**src/design/wdit_pkg.sv**
```systemverilog
`default_nettype none
package wdit_pkg;
    // byte offsets on the 32-bit bus, one word per register
    localparam int              WDIT_ADR_W       = 8;
    localparam logic [7:0]      WDIT_ADR_CSR1    = 8'h00;
    localparam logic [7:0]      WDIT_ADR_CSR2    = 8'h04;
    localparam logic [7:0]      WDIT_ADR_COUNT   = 8'h08;
    localparam logic [7:0]      WDIT_ADR_HALT2   = 8'h0C;
    localparam logic [7:0]      WDIT_ADR_IRQ_ST  = 8'h10;
    localparam logic [7:0]      WDIT_ADR_IRQ_MSK = 8'h14;

    // wd_ctrl_status_one fields
    localparam int              CSR1_RUN         = 0;
    localparam int              CSR1_RUN_GATE    = 1;
    localparam int              CSR1_MODE        = 2;
    localparam int              CSR1_MODE_GATE   = 3;
    localparam int              CSR1_RSTF        = 4;
    // wd_ctrl_status_two fields
    localparam int              CSR2_OVF         = 0;
    localparam int              CSR2_SRC         = 1;
    localparam int              CSR2_SRC_GATE    = 2;
    // clock_halt_reg_two field
    localparam int              HALT2_WDCK       = 0;
    // interrupt status / mask fields
    localparam int              IRQ_OVF          = 0;
    localparam int              IRQ_RST          = 1;
    localparam int              IRQ_W            = 2;

    // reset values and counter limits
    localparam logic [7:0]      COUNT_RST        = 8'h00;
    localparam logic [7:0]      COUNT_MAX        = 8'hFF;
    localparam logic            HALT2_RST        = 1'b1;
    localparam logic [1:0]      IRQ_RST_VAL      = 2'h0;

    // default tick dividers, in input clocks per count step
    localparam int              SYS_DIV_DEF      = 64;
    localparam int              OSC_DIV_DEF      = 1;

    typedef enum logic {
        WDIT_MODE_WATCHDOG,
        WDIT_MODE_INTERVAL
    } wdit_mode_type;

    typedef enum logic {
        WDIT_SRC_SYSTEM,
        WDIT_SRC_OSC
    } wdit_src_type;

    typedef enum logic [1:0] {
        WDIT_WR_IDLE,
        WDIT_WR_PEND
    } wdit_wr_state_type;
endpackage
`default_nettype wire

```
**src/design/wdit_tick_gen.sv**
```systemverilog
`timescale 1ns/1ps
`default_nettype none
module wdit_tick_gen
    import wdit_pkg::*;
#(
    parameter int SYS_DIV = SYS_DIV_DEF,
    parameter int OSC_DIV = OSC_DIV_DEF
)
(
    input  wire logic  clk_i,
    input  wire logic  rst_i,
    input  wire logic  osc_i,
    input  wire logic  src_osc_i,
    input  wire logic  en_i,
    output logic       tick_o
);
    localparam int DIV_W = 16;

    logic              osc_s1_q;
    logic              osc_s2_q;
    logic              osc_s3_q;
    logic [DIV_W-1:0]  div_q;
    logic              step;
    logic [DIV_W-1:0]  limit;

    // the oscillator comes from another clock domain
    always_ff @(posedge clk_i)
    begin
        if (rst_i)
        begin
            osc_s1_q <= 1'b0;
            osc_s2_q <= 1'b0;
            osc_s3_q <= 1'b0;
        end
        else
        begin
            osc_s1_q <= osc_i;
            osc_s2_q <= osc_s1_q;
            osc_s3_q <= osc_s2_q;
        end
    end

    assign step  = src_osc_i ? (osc_s2_q & ~osc_s3_q) : 1'b1;
    assign limit = src_osc_i ? DIV_W'(OSC_DIV - 1) : DIV_W'(SYS_DIV - 1);

    // divider is held clear in standby so no clock reaches the counter
    always_ff @(posedge clk_i)
    begin
        if (rst_i || !en_i)
        begin
            div_q  <= '0;
            tick_o <= 1'b0;
        end
        else
        begin
            tick_o <= 1'b0;
            if (step)
            begin
                if (div_q >= limit)
                begin
                    div_q  <= '0;
                    tick_o <= 1'b1;
                end
                else
                begin
                    div_q <= div_q + DIV_W'(1);
                end
            end
        end
    end
endmodule
`default_nettype wire

```
**src/design/wdit_top.sv**
```systemverilog
//
// Contract
// eight-bit up count, read/write, resets zero
// watchdog wrap: internal reset, cause flag set
// interval mode wrap raises interval interrupt
// interrupt request follows overflow flag
// overflow flag cleared only by zero write
// software stops timer before switching modes
// clock-stop bit honoured only while stopped
// clock-stop cleared while running: keeps counting
// run cleared, stop already zero: standby
// halt bit zero stops clock, one restores
// oscillator-clocked count write visible within step
// no overflow between write and read-back
// gate bit written with guarded bit, reads one
// guarded bits change only when gate allows
// count advances only while run bit set
// mode select; interval overflow never resets
`timescale 1ns/1ps
`default_nettype none
module wdit_top
    import wdit_pkg::*;
#(
    parameter int SYS_DIV = SYS_DIV_DEF,
    parameter int OSC_DIV = OSC_DIV_DEF
)
(
    input  wire logic                  clk_i,
    input  wire logic                  rst_i,
    input  wire logic                  wb_cyc_i,
    input  wire logic                  wb_stb_i,
    input  wire logic                  wb_we_i,
    input  wire logic [WDIT_ADR_W-1:0] wb_adr_i,
    input  wire logic [3:0]            wb_sel_i,
    input  wire logic [31:0]           wb_dat_i,
    output logic [31:0]                wb_dat_o,
    output logic                       wb_ack_o,
    input  wire logic                  osc_i,
    output logic                       int_o,
    output logic                       itv_irq_o,
    output logic                       wd_reset_o,
    output logic                       standby_o
);
    logic                 ack_q;
    logic [31:0]          dat_q;
    logic                 req;
    logic                 wr;
    logic [7:0]           wbyte;

    logic                 run_q;
    wdit_mode_type        mode_q;
    wdit_src_type         src_q;
    logic                 rstf_q;
    logic                 ovf_q;
    logic                 halt_q;
    logic [7:0]           count_q;
    logic [7:0]           pend_q;
    wdit_wr_state_type    wst_q;
    logic [IRQ_W-1:0]     irq_st_q;
    logic [IRQ_W-1:0]     irq_msk_q;
    logic                 rst_pulse_q;

    logic                 standby;
    logic                 tick;
    logic                 step_ev;
    logic                 wrap_ev;
    logic                 wd_ev;
    logic                 itv_ev;
    logic                 csr1_wr;
    logic                 csr2_wr;
    logic                 count_wr;

    function automatic logic hit(input logic [WDIT_ADR_W-1:0] adr,
                                 input logic [7:0]            off);
        hit = (adr == off);
    endfunction

    // a guarded field is written only when its gate bit is written as zero
    function automatic logic gated(input logic [7:0] d, input int gate);
        gated = ~d[gate];
    endfunction

    function automatic logic [31:0] rdmux(input logic [WDIT_ADR_W-1:0] adr);
        logic [31:0] v;
        v = 32'h0000_0000;
        if (hit(adr, WDIT_ADR_CSR1))
        begin
            v[CSR1_RUN]       = run_q;
            v[CSR1_RUN_GATE]  = 1'b1;
            v[CSR1_MODE]      = (mode_q == WDIT_MODE_INTERVAL);
            v[CSR1_MODE_GATE] = 1'b1;
            v[CSR1_RSTF]      = rstf_q;
        end
        else if (hit(adr, WDIT_ADR_CSR2))
        begin
            v[CSR2_OVF]      = ovf_q;
            v[CSR2_SRC]      = (src_q == WDIT_SRC_OSC);
            v[CSR2_SRC_GATE] = 1'b1;
        end
        else if (hit(adr, WDIT_ADR_COUNT))
        begin
            v[7:0] = count_q;
        end
        else if (hit(adr, WDIT_ADR_HALT2))
        begin
            v[HALT2_WDCK] = halt_q;
        end
        else if (hit(adr, WDIT_ADR_IRQ_ST))
        begin
            v[IRQ_W-1:0] = irq_st_q;
        end
        else if (hit(adr, WDIT_ADR_IRQ_MSK))
        begin
            v[IRQ_W-1:0] = irq_msk_q;
        end
        rdmux = v;
    endfunction

    // bus slave: ack one cycle after the request, dropped the next cycle;
    // unmapped offsets read zero and ignore writes but are still acked
    assign req      = wb_cyc_i & wb_stb_i;
    assign wr       = req & ack_q & wb_we_i & wb_sel_i[0];
    assign wbyte    = wb_dat_i[7:0];
    assign wb_ack_o = ack_q;
    assign wb_dat_o = dat_q;

    assign csr1_wr  = wr & hit(wb_adr_i, WDIT_ADR_CSR1);
    assign csr2_wr  = wr & hit(wb_adr_i, WDIT_ADR_CSR2);
    assign count_wr = wr & hit(wb_adr_i, WDIT_ADR_COUNT) & ~standby;

    always_ff @(posedge clk_i)
    begin
        if (rst_i)
        begin
            ack_q <= 1'b0;
        end
        else
        begin
            ack_q <= req & ~ack_q;
        end
    end

    always_ff @(posedge clk_i)
    begin
        if (rst_i)
        begin
            dat_q <= 32'h0000_0000;
        end
        else if (req && !ack_q && !wb_we_i)
        begin
            dat_q <= rdmux(wb_adr_i);
        end
    end

    // standby is decided from the current bits, so clearing run with the
    // halt bit already low stops the clock in that same write
    assign standby   = ~halt_q & ~run_q;
    assign standby_o = standby;

    wdit_tick_gen #(
        .SYS_DIV (SYS_DIV),
        .OSC_DIV (OSC_DIV)
    ) u_tick (
        .clk_i     (clk_i),
        .rst_i     (rst_i),
        .osc_i     (osc_i),
        .src_osc_i (src_q == WDIT_SRC_OSC),
        .en_i      (~standby),
        .tick_o    (tick)
    );

    // a pending oscillator-side write consumes its step without counting
    assign step_ev = tick & ~standby & run_q & (wst_q == WDIT_WR_IDLE) & ~count_wr;
    assign wrap_ev = step_ev & (count_q == COUNT_MAX);
    assign wd_ev   = wrap_ev & (mode_q == WDIT_MODE_WATCHDOG);
    assign itv_ev  = wrap_ev & (mode_q == WDIT_MODE_INTERVAL);

    always_ff @(posedge clk_i)
    begin
        if (rst_i)
        begin
            run_q <= 1'b0;
        end
        else if (csr1_wr && gated(wbyte, CSR1_RUN_GATE))
        begin
            run_q <= wbyte[CSR1_RUN];
        end
    end

    // mode changes are not blocked while running; switching mid-count
    // can disturb the count, and software is expected to stop first
    always_ff @(posedge clk_i)
    begin
        if (rst_i)
        begin
            mode_q <= WDIT_MODE_WATCHDOG;
        end
        else if (csr1_wr && gated(wbyte, CSR1_MODE_GATE))
        begin
            mode_q <= wbyte[CSR1_MODE] ? WDIT_MODE_INTERVAL : WDIT_MODE_WATCHDOG;
        end
    end

    always_ff @(posedge clk_i)
    begin
        if (rst_i)
        begin
            src_q <= WDIT_SRC_SYSTEM;
        end
        else if (csr2_wr && gated(wbyte, CSR2_SRC_GATE))
        begin
            src_q <= wbyte[CSR2_SRC] ? WDIT_SRC_OSC : WDIT_SRC_SYSTEM;
        end
    end

    // reset cause: set by a watchdog wrap, cleared by writing zero; set wins
    always_ff @(posedge clk_i)
    begin
        if (rst_i)
        begin
            rstf_q <= 1'b0;
        end
        else if (wd_ev)
        begin
            rstf_q <= 1'b1;
        end
        else if (csr1_wr && !wbyte[CSR1_RSTF])
        begin
            rstf_q <= 1'b0;
        end
    end

    always_ff @(posedge clk_i)
    begin
        if (rst_i)
        begin
            ovf_q <= 1'b0;
        end
        else if (itv_ev)
        begin
            ovf_q <= 1'b1;
        end
        else if (csr2_wr && !wbyte[CSR2_OVF])
        begin
            ovf_q <= 1'b0;
        end
    end

    assign itv_irq_o = ovf_q;

    always_ff @(posedge clk_i)
    begin
        if (rst_i)
        begin
            halt_q <= HALT2_RST;
        end
        else if (wr && hit(wb_adr_i, WDIT_ADR_HALT2))
        begin
            halt_q <= wbyte[HALT2_WDCK];
        end
    end

    // internal reset request, one clock wide
    always_ff @(posedge clk_i)
    begin
        if (rst_i)
        begin
            rst_pulse_q <= 1'b0;
        end
        else
        begin
            rst_pulse_q <= wd_ev;
        end
    end

    assign wd_reset_o = rst_pulse_q;

    // with the oscillator selected a write is parked until the next
    // count step, so read-back lags by at most one step
    always_ff @(posedge clk_i)
    begin
        if (rst_i)
        begin
            wst_q  <= WDIT_WR_IDLE;
            pend_q <= COUNT_RST;
        end
        else
        begin
            case (wst_q)
                WDIT_WR_IDLE:
                begin
                    if (count_wr && src_q == WDIT_SRC_OSC)
                    begin
                        pend_q <= wbyte;
                        wst_q  <= WDIT_WR_PEND;
                    end
                end
                WDIT_WR_PEND:
                begin
                    if (count_wr)
                    begin
                        pend_q <= wbyte;
                    end
                    else if (tick || src_q == WDIT_SRC_SYSTEM)
                    begin
                        wst_q <= WDIT_WR_IDLE;
                    end
                end
                default:
                begin
                    wst_q <= WDIT_WR_IDLE;
                end
            endcase
        end
    end

    always_ff @(posedge clk_i)
    begin
        if (rst_i)
        begin
            count_q <= COUNT_RST;
        end
        else if (count_wr && src_q == WDIT_SRC_SYSTEM)
        begin
            count_q <= wbyte;
        end
        else if (wst_q == WDIT_WR_PEND && !count_wr && (tick || src_q == WDIT_SRC_SYSTEM))
        begin
            count_q <= pend_q;
        end
        else if (step_ev)
        begin
            count_q <= count_q + 8'h01;
        end
    end

    // sticky event bits: write one clears, a new event wins over the clear
    always_ff @(posedge clk_i)
    begin
        if (rst_i)
        begin
            irq_st_q <= IRQ_RST_VAL;
        end
        else
        begin
            for (int i = 0; i < IRQ_W; i++)
            begin
                if (wr && hit(wb_adr_i, WDIT_ADR_IRQ_ST) && wbyte[i])
                begin
                    irq_st_q[i] <= 1'b0;
                end
            end
            if (itv_ev)
            begin
                irq_st_q[IRQ_OVF] <= 1'b1;
            end
            if (wd_ev)
            begin
                irq_st_q[IRQ_RST] <= 1'b1;
            end
        end
    end

    always_ff @(posedge clk_i)
    begin
        if (rst_i)
        begin
            irq_msk_q <= IRQ_RST_VAL;
        end
        else if (wr && hit(wb_adr_i, WDIT_ADR_IRQ_MSK))
        begin
            irq_msk_q <= wbyte[IRQ_W-1:0];
        end
    end

    assign int_o = |(irq_st_q & irq_msk_q);
endmodule
`default_nettype wire

```
**config.mk**
```make
export PLATFORM = sky130hd
export DESIGN_NAME = wdit_top
export DESIGN_NICKNAME = d
export VERILOG_FILES = /design/src/design/wdit_pkg.sv /design/src/design/wdit_tick_gen.sv /design/src/design/wdit_top.sv
export SDC_FILE = /design/constraint.sdc
export NUM_CORES = 1
export LEC_CHECK = 0
export BUFFER_PORTS_ARGS = -buffer_cell sky130_fd_sc_hd__buf_2
export CORE_ASPECT_RATIO = 0.7
export CORE_MARGIN = 1.5
export CORE_UTILIZATION = 45
export CTS_CLUSTER_DIAMETER = 60
export DETAILED_ROUTE_END_ITERATION = 6
export HOLD_SLACK_MARGIN = 0.12
export PLACE_DENSITY = 0.7
export SETUP_SLACK_MARGIN = 0.3
export SYNTH_ARGS = -nofsm -noshare
export SYNTH_HDL_FRONTEND = slang
export SYNTH_HIERARCHICAL = 1
export SYNTH_SLANG_ARGS = --single-unit
```
**constraint.sdc**
```tcl
create_clock -name clk_i -period 5.13 [get_ports clk_i]
set_clock_uncertainty 0.15 [all_clocks]
set_input_delay 1.026 -clock clk_i [delete_from_list [all_inputs] [get_ports clk_i]]
set_output_delay 1.026 -clock clk_i [all_outputs]
set_load 0.05 [all_outputs]
```
# [Word-level counts from Yosys, hierarchy flattened]
# Index checks and enable logic that the tools add are counted.
[word_totals] elab_cells=134 output_inout_bits=37 input_bits=50 register_bits=58
[op_classes] order_cmp=1 addsub=2 mux=34 n_eq_ne=11 n_reduce_logical=35 bitwise=31
[ops] cell="$mux W8" n=5
[ops] cell="$and A1 B1 Y1" n=18
[ops] cell="$add A16 B1 Y16 const B" n=1
[ops] cell="$eq A8 B4 Y1 const B" n=2
[ops] cell="$eq A8 B5 Y1 const B" n=2
[ops] cell="$ge A16 B16 Y1" n=1
[ops] cell="$logic_and A1 B1 Y1" n=16
[ops] cell="$mux W16" n=1
[ops] cell="$pmux W8 S2" n=1
[ops] cell="$mux W1" n=14
[ops] cell="$mux W2" n=6
[ops] cell="$mux W6" n=2
[ops] cell="$not A1 Y1" n=12
[ops] cell="$mux W5" n=2
[ops] cell="$reduce_bool A2 Y1" n=5
[ops] cell="$add A8 B1 Y8 const B" n=1
[ops] cell="$eq A8 B3 Y1 const B" n=1
[ops] cell="$eq A8 B8 Y1 const B" n=1
[ops] cell="$logic_not A8 Y1" n=1
[ops] cell="$mux W3" n=2
[ops] cell="$ne A2 B2 Y1 const B" n=3
[ops] cell="$reduce_and A3 Y1" n=2
[ops] cell="$logic_not A1 Y1" n=5
[ops] cell="$pmux W2 S2" n=1
[ops] cell="7 further kinds" n=9

# [Logic depth before layout (Yosys ltp)]
# Gate-level depths: netlist of the first run.
[depth] word_depth=11 depth_mapped=7 mapped_depth_nobuf=6

# [By module]
# Netlist of the first run, hierarchy kept.
[by_module_without_submodules] module="wdit_top" area_each_um2=2182.1 seq_area_each_um2=740.7 cells_per_inst=248 instances=1
[by_module_without_submodules] module="wdit_tick_gen" area_each_um2=1161.1 seq_area_each_um2=400.4 cells_per_inst=122 instances=1

# [Worst setup path after synthesis of the first run]
# No wires, ideal clock.
[synth_timing] kind="input port to flip-flop" start="input port wb_adr_i[1]" end="register count_q[5]" cell_stages=6 t_arrival_ps=2446 setup_time_ps=117 required_time_ps=4863 n_path_buf=1 slack_ps=2417 cell_sequence="or4_4 -> nor4_4 -> buf_6 -> nand3_4 -> mux2i_4 -> a32o_1"
[synth_via] elab_chain_cells=8 elab_cells_between_ends=12 classes_between="1 x eq/ne; 2 x mux; 4 x bitwise; 5 x reduce/logical"
[synth_lines] item="from (decl)" line="wdit_top.sv:33" source="input wire logic [WDIT_ADR_W-1:0] wb_adr_i,"
[synth_lines] item="$eq A8 B4 Y1 *" line="wdit_top.sv:75" source="hit = (adr == off);"
[synth_lines] item="$and A1 B1 Y1 * (2 in a row)" line="wdit_top.sv:129" source="assign count_wr = wr & hit(wb_adr_i, WDIT_ADR_COUNT) & ~standby;"
[synth_lines] item="$logic_not A1 Y1" line="wdit_top.sv:327" source="else if (wst_q == WDIT_WR_PEND && !count_wr && (tick || src_q == WDIT_SRC_SYSTEM))"
[synth_lines] item="$logic_and A1 B1 Y1 (2 in a row)" line="wdit_top.sv:327"
[synth_lines] item="$mux W8" line="wdit_top.sv:327"
[synth_lines] item="$mux W8" line="wdit_top.sv:323" source="else if (count_wr && src_q == WDIT_SRC_SYSTEM)"
[synth_lines] item="to (signal assigned)" line="wdit_top.sv:325" source="count_q <= wbyte;"
[synth_lines] item="to (signal assigned)" line="wdit_top.sv:329" source="count_q <= pend_q;"
[synth_lines] item="to (signal assigned)" line="wdit_top.sv:333" source="count_q <= count_q + 8'h01;"
[synth_lines] item="to (decl)" line="wdit_top.sv:56" source="logic [7:0] count_q;"
# Every way passes the cells marked *; elsewhere a longest branch is shown, timed or not.
# A chain may end at the register's enable or synchronous reset.

# [Worst setup path in the final report of the first run]
[layout_timing] start="input port wb_adr_i[1]" end="register count_q[2]"
# The elaborated chain is that of the path after synthesis.

==> results.toml, run 1 <==
[setup_path]
timing.critical_path.to_type = "register"
critical_path.cell_chain = "buf_2 -> or4_4 -> nor4_4 -> and3_1 -> o21ai_0 -> a221oi_2"
r2r_slack_ns = 2.57
critPathMaxStageDelay_ns = 0.61
data_required_time_at_the_worst_endpoint_ns = 5.21
critical_path.max_fanout = 11
criticalPathCategory = "in -> reg"
critical_path.slowest_cell = "nor4_4"
startpoint_type = "input port"
crit_family = "simple AND/OR/NAND/NOR gates"
worst-path-buf-inv = 1
worstPathArrival_ns = 3.37

[sta]
final.min_clock_period_ns = 3.28
rsz0062_at_grt = "false"
timing.final.crit_share_pct = 64.0
final_hold_fails = 0
slew_violations = 0
max-slew-margin-rel_pct = 35.5
timing.setup.tns_ns = 0
worst-slew-pin-transition_ns = 0.965
max_freq_mhz = 305
finalSetupViolations = 0

[synthesis]
synth_seq_cells = 57
number_of_enable_flip_flop_cells_after_synthesis = 0
synth_compound_gate_area_share_pct = 20.8
largest_family_of_logic_cells_by_synthesized_area = "simple AND/OR/NAND/NOR gates"
yosys_warn_count = 6
synth_area_leaders = "dfxtp_1 34%, buf_4 5.8%, mux2i_1 5.4%, nand2_1 3.0%, ha_1 3.0%"
synth_commonest_cells = "57 x dfxtp_1, 27 x nand2_1, 26 x buf_4"
commonest_register_cell_after_synthesis = "dfxtp_1"
synth_xor_area_share_pct = 1.31
synthesis.instances = 370
yosys.area.top_type = "dfxtp_1"
ys_seq_area_share_pct = 34.1
synth-simple-area-share_pct = 23.1
synthAdderAreaFrac_pct = 2.99
yosysUniqueCellTypes = 69
syn_area_um2 = 3340
most_used_standard_cell_by_instance_count_after_synthesis = "dfxtp_1"
post_synth_top_area_share_pct = 34.1
synthMuxAreaShare_pct = 7.07
synth_area_per_cell_um2 = 9.04
synth_async_sr_flop_share_pct = 0

[finish]
layout.core_utilization_pct = 49.9
finalNetCount = 454
register_area_um2 = 1140
finish.instance_area_um2 = 3620
layout-area-overhead-vs-synth_pct = 8.31
area_occupied_by_multi_input_gates_um2 = 1940
fillCellCount = 704
final_layout_size_suffix_gt1_share_pct = 18.8
n_antenna_cell = 0

[route]
route.vias.total = 2857
drc_errors = 0
detail_route.wirelength_um = 7490
detail_route.iter0.violations = 153
ant_nets = 0
drt-wirelength-per-cell_um = 15.1
drt_first_pass_iters = 5
via_per_inst = 5.75

[cts]
htree_levels = 3
clock-root-buffer = "clkbuf_8"
worstSkewPairLatency_ns = 0.34
cts_sinks = 57
clk_pin_slew_worst_paths_ns = 0.06
post_cts.repair.setup_buffers = 0
tritoncts.num_buffers = 9
count_of_cells_resized_by_post_cts_repair = 0
tritoncts_clock_tree = "done"
max_buffers_root_to_sink = 2
ctsHoldBuffers = 0

[global_route]
grt_start_max_net_pins = 42
grt_pass1_wl_um = 12400
number_of_global_route_vias_before_repair = 2461
globalRouteOverflowTotal = 0
globalRouteTotalUtil_pct = 19.9
antenna_found_initial = 0

[die]
die_h_um = 75.1
core_area_um2 = 7250
die_w_um = 106
design.portCount = 87
design.die.area_um2 = 7960
row_count = 26
initial_utilization_pct = 46.1

[run]
max_cap_viol_count = 0

[place]
dpl_cell_area_um2 = 3440
port_buffers = 35
half_perimeter_wire_length_of_the_detailed_placement_result_um = 5340
place.gp.congestion = 0.886

[power_and_ir_drop]
leakage_nw = 1.39
ir_worst_vdd_mv = 0.124
power.density_cell_area_nw_per_um2 = 261

[status]
result_of_the_run = "finished clean"

[hold_path]
min-delay-path-class = "reg -> reg"
[worst register-to-register path, cell delays in order (launching register included)]
cell and delay [ns]:
dfxtp_1 0.38, nand3_1 0.11, nor2_1 0.74, and3_1 0.54, o21ai_0 0.21, a221oi_2 0.33
[routing by layer]
layer | GRT usage [%] | up-vias | share of wire, % | wire, um
li1 | - | 1384 | - | -
met3 | 4.24 | 17 | 5.3 | 400
met4 | 7.66 | 0 | 2.0 | 148
met5 | 0 | - | 0 | 0
met2 | 29.2 | 99 | 41 | 3100
met1 | 28.7 | 1357 | 51 | 3840
[cell type report]
type / instances / share of cell area [%]
Clock buffer: 10 / 3.80
Clock inverter: 4 / 1.24
Inverter: 14 / 1.45
Multi-Input combinational cell: 278 / 53.6
Sequential cell: 57 / 31.5
Tap cell: 98 / 3.39
Timing Repair Buffer: 36 / 5.04
[worst paths after layout]
check | depth (start not counted) | startpoint | end
max | 6 | wb_adr_i[1] | count_q[2]
min | 1 | u_tick/osc_s1_q | u_tick/osc_s2_q
max reg2reg | 5 | wb_ack_o | count_q[2]
min reg2reg | 1 | u_tick/osc_s1_q | u_tick/osc_s2_q
[metrics by stage]
step | instances | power (W) | setup slack (ns) | hold slack, ns
floorplan | 393 | 0.000543 | 2.42 | 0.264
global placement | 483 | 0.000546 | 1.63 | 0.276
detailed placement | 483 | 0.000547 | 1.54 | 0.274
CTS | 497 | 0.000953 | 1.90 | 0.289
global route | 497 | 0.000977 | 1.72 | 0.314
finish | 497 | 0.000945 | 1.85 | 0.287
[report_power, final]
| group | total, W | internal [W] | switching, W |
|---|---|---|---|
| logic | 0.0000891 | 0.0000189 | 0.0000702 |
| registers | 0.000449 | 0.000446 | 0.00000311 |
| clock network | 0.000407 | 0.000229 | 0.000178 |
| total | 0.000945 | 0.000694 | 0.000251 |
[sequential cells by signal, indices dropped and copies added (netlist names)]
register         count
count_q              8
halt_q               1
irq_msk_q            2
irq_st_q             2
itv_irq_o            1
mode_q               1
pend_q               8
rstf_q               1
run_q                1
src_q                1
u_tick/div_q        16
u_tick/osc_s1_q      1
u_tick/osc_s2_q      1
u_tick/osc_s3_q      1
u_tick/tick_o        1
wb_ack_o             1
wb_dat_o             8
wd_reset_o           1
wst_q                1
[layout by cell type (no fill, tap or decap), drive strengths merged, types with 14 or more instances in the layout]
master / count
dfxtp: 57
buf: 36
nand2: 27
nor2: 24
conb: 24
mux2i: 19
a21oi: 17
o21ai: 15
a221oi: 15
inv: 14
[logic make-up (layout without fill, tap and decap cells)]
| logic type | count (synthesis) | in the layout |
|---|---|---|
| compound gates | 88 | 88 |
| xor+xnor | 5 | 5 |
| fa+ha+maj | 8 | 8 |
| buf+inv | 58 | 64 |
| flops | 57 | 57 |
| mux | 21 | 21 |
| other cells | 1 | 24 |
| simple gates | 132 | 132 |
Power figures use the tool's default switching activity.
==> run 2, diff against run 1 <==
Settings changed: ABC_AREA set to 1, PLACE_DENSITY 0.7 to 0.73.
Clock period 5.13 ns to 2.8 ns, I/O delays scaled along.
==> run 2 against run 1 <==
  * Register-to-register slack worse by 1.7 ns
  * Routed wire length is 7.4% lower
  * Sequential power rose by 84%
  * Sequential share of layout area is 1.3 points higher
  * Via count fell by 3.8%
  * Worst setup slack lost 1.1 ns
  * Largest cell class unchanged
  * Synthesized cell count grew 18%
  * Critical path depth decreased by 4
  * Utilization increased by 1.8 points
  * Largest power group unchanged
  * Global-route usage grew 0.76 points
  * Combinational power grew 92%
==> results.toml, run 2 <==
[global_route]
globalRouteOverflowTotal = 0
grt_start_max_net_pins = 22
grt_pass1_wl_um = 11600
globalRouteTotalUtil_pct = 20.7
antenna_found_initial = 0
number_of_global_route_vias_before_repair = 2453

[sta]
worst-slew-pin-transition_ns = 0.677
holdWs_ns = 0.256
finalSetupViolations = 0
max_freq_mhz = 497
final.min_clock_period_ns = 2.01
rsz0062_at_grt = "false"
final_hold_fails = 0
timing.final.crit_share_pct = 71.8
max-slew-margin-rel_pct = 54.7
timing.setup.tns_ns = 0
slew_violations = 0

[run]
max_cap_viol_count = 0

[setup_path]
startpoint_type = "register"
worstReg2RegEnd = "u_tick/div_q[4]"
critPathMaxStageDelay_ns = 0.34
critical_path.max_fanout = 3
data_required_time_at_the_worst_endpoint_ns = 2.09
critical_path.slowest_cell = "buf_2"
worstPathArrival_ns = 1.30
critical_path.cell_chain = "nor2_1 -> buf_2"
reg2reg_depth = 13
reg2reg_from = "src_q"
timing.critical_path.to_type = "output port"
criticalPathCategory = "reg -> out"
r2r_slack_ns = 0.86

[cts]
cts_sinks = 57
worstSkewPairLatency_ns = 0.35
htree_levels = 3
max_buffers_root_to_sink = 2
tritoncts_clock_tree = "done"
ctsHoldBuffers = 0
count_of_cells_resized_by_post_cts_repair = 0
tritoncts.num_buffers = 9
clock-root-buffer = "clkbuf_8"
clk_pin_slew_worst_paths_ns = 0.06
post_cts.repair.setup_buffers = 0

[finish]
largest-register = "u_tick/div_q"
n_antenna_cell = 0
layout-area-overhead-vs-synth_pct = 11.5
largest_register_ff_count = 16
most_frequent_standard_cell_in_the_layout_excluding_fill_and_tap_cells = "nand2_1"
finalNetCount = 529
final_layout_size_suffix_gt1_share_pct = 17.4
layout.cells.most_common_list = "79 x nand2_1, 57 x dfxtp_1, 54 x nor2_1"

[route]
drt-wirelength-per-cell_um = 12.2
drc_errors = 0
detail_route.iter0.violations = 166
drt_first_pass_iters = 4
ant_nets = 0
via_per_inst = 4.82
route.vias.total = 2748
detail_route.wirelength_um = 6940

[synthesis]
synth_area_per_cell_um2 = 7.17
commonest_register_cell_after_synthesis = "dfxtp_1"
post_synth_top_area_share_pct = 36.6
yosysUniqueCellTypes = 42
most_used_standard_cell_by_instance_count_after_synthesis = "nand2_1"
syn_area_um2 = 3120
yosys.area.top_type = "dfxtp_1"
ys_seq_area_share_pct = 36.6
synth_commonest_cells = "79 x nand2_1, 57 x dfxtp_1, 54 x nor2_1"
number_of_enable_flip_flop_cells_after_synthesis = 0
synth_seq_cells = 57
yosys_warn_count = 6
synth_async_sr_flop_share_pct = 0
synth_area_leaders = "dfxtp_1 37%, nand2_1 9.5%, nor2_1 6.5%, inv_1 6.4%, nand3_1 6.3%"
synthesis.instances = 435

[place]
place.gp.congestion = 0.894
half_perimeter_wire_length_of_the_detailed_placement_result_um = 5230
port_buffers = 35

[die]
core_area_um2 = 6730
row_count = 25
die_h_um = 72.6
die_w_um = 102
initial_utilization_pct = 46.4
design.portCount = 87
design.die.area_um2 = 7450

[power_and_ir_drop]
ir_worst_vdd_mv = 0.343
power.density_cell_area_nw_per_um2 = 523
leakage_nw = 1.59
fin_total_pwr_w = 0.00182

[hold_path]
min-delay-path-class = "reg -> reg"
holdPathStages = 2
worst_hold_path.endpoint = "u_tick/osc_s2_q"
worstHoldStart = "u_tick/osc_s1_q"

[status]
result_of_the_run = "finished clean"
-- run 2: cell count changes after synthesis, moves of 10 or more --
cell	previous run	this run
nand3_1	9	39
o21ai_0	13	23
inv_1	14	53
nor2_1	24	54
a221oi_1	11	0
nand2_1	27	79
a21oi_1	17	30
mux2i_1	18	0
-- run 2: cell families after synthesis --
| group | share of synthesized area (%) |
|---|---|
| other cells | 0.120 |
| buf+inv | 14.9 |
| flops | 36.6 |
| fa+ha+maj | 3.21 |
| compound gates | 12.8 |
| xor+xnor | 2.49 |
| simple gates | 29.9 |
-- run 2: layout make-up --
cell class / count / area (um2)
Tap cell: 94 / 118
Clock buffer: 12 / 165
Inverter: 59 / 221
Fill cell: 674 / 3250
Clock inverter: 4 / 50.0
Sequential cell: 57 / 1140
Timing Repair Buffer: 36 / 183
Multi-Input combinational cell: 308 / 1600
-- run 2: worst max path at each step --
stage / from / endpoint / slack [ns] / depth (start not counted)
3_5_place_dp: wb_adr_i[1] / pend_q[1] / 0.43 / 7
5_1_grt: wb_adr_i[1] / pend_q[5] / 0.58 / 7
2_1_floorplan: irq_msk_q[1] / int_o / 0.64 / 2
4_1_cts: halt_q / standby_o / 0.76 / 2
3_3_place_gp: wb_adr_i[5] / pend_q[7] / 0.50 / 7
6_report: halt_q / standby_o / 0.79 / 2
-- run 2: power by group --
| part | internal (W) | switching (W) | leakage (nW) |
|---|---|---|---|
| sequential | 0.000820 | 0.00000768 | 0.461 |
| clock | 0.000481 | 0.000340 | 0.105 |
| combinational | 0.0000327 | 0.000138 | 1.03 |
-- run 2: routing by layer --
metal	up-vias	track usage (%)	wire (um)
li1	1412	-	-
met1	1242	29.2	3470
met2	86	29.9	2860
met3	8	6.80	514
met4	0	6.39	96
met5	-	0	0
-- run 2: worst max-delay path, delay by kind of cell (launching register included) --
family | cells | cell delay, ns
buffers and inverters | 1 | 0.34
DFF | 1 | 0.32
and+or+nand+nor | 1 | 0.29
-- run 2: metrics by stage --
step	setup slack (ns)	util, %	instance area (um2)	instances
2_1_floorplan	0.641	-	3200	458
3_3_place_gp	0.503	48.5	3260	554
3_5_place_dp	0.434	48.5	3260	554
4_1_cts	0.765	51.7	3480	570
5_1_grt	0.583	51.7	3480	570
6_report	0.789	51.7	3480	570
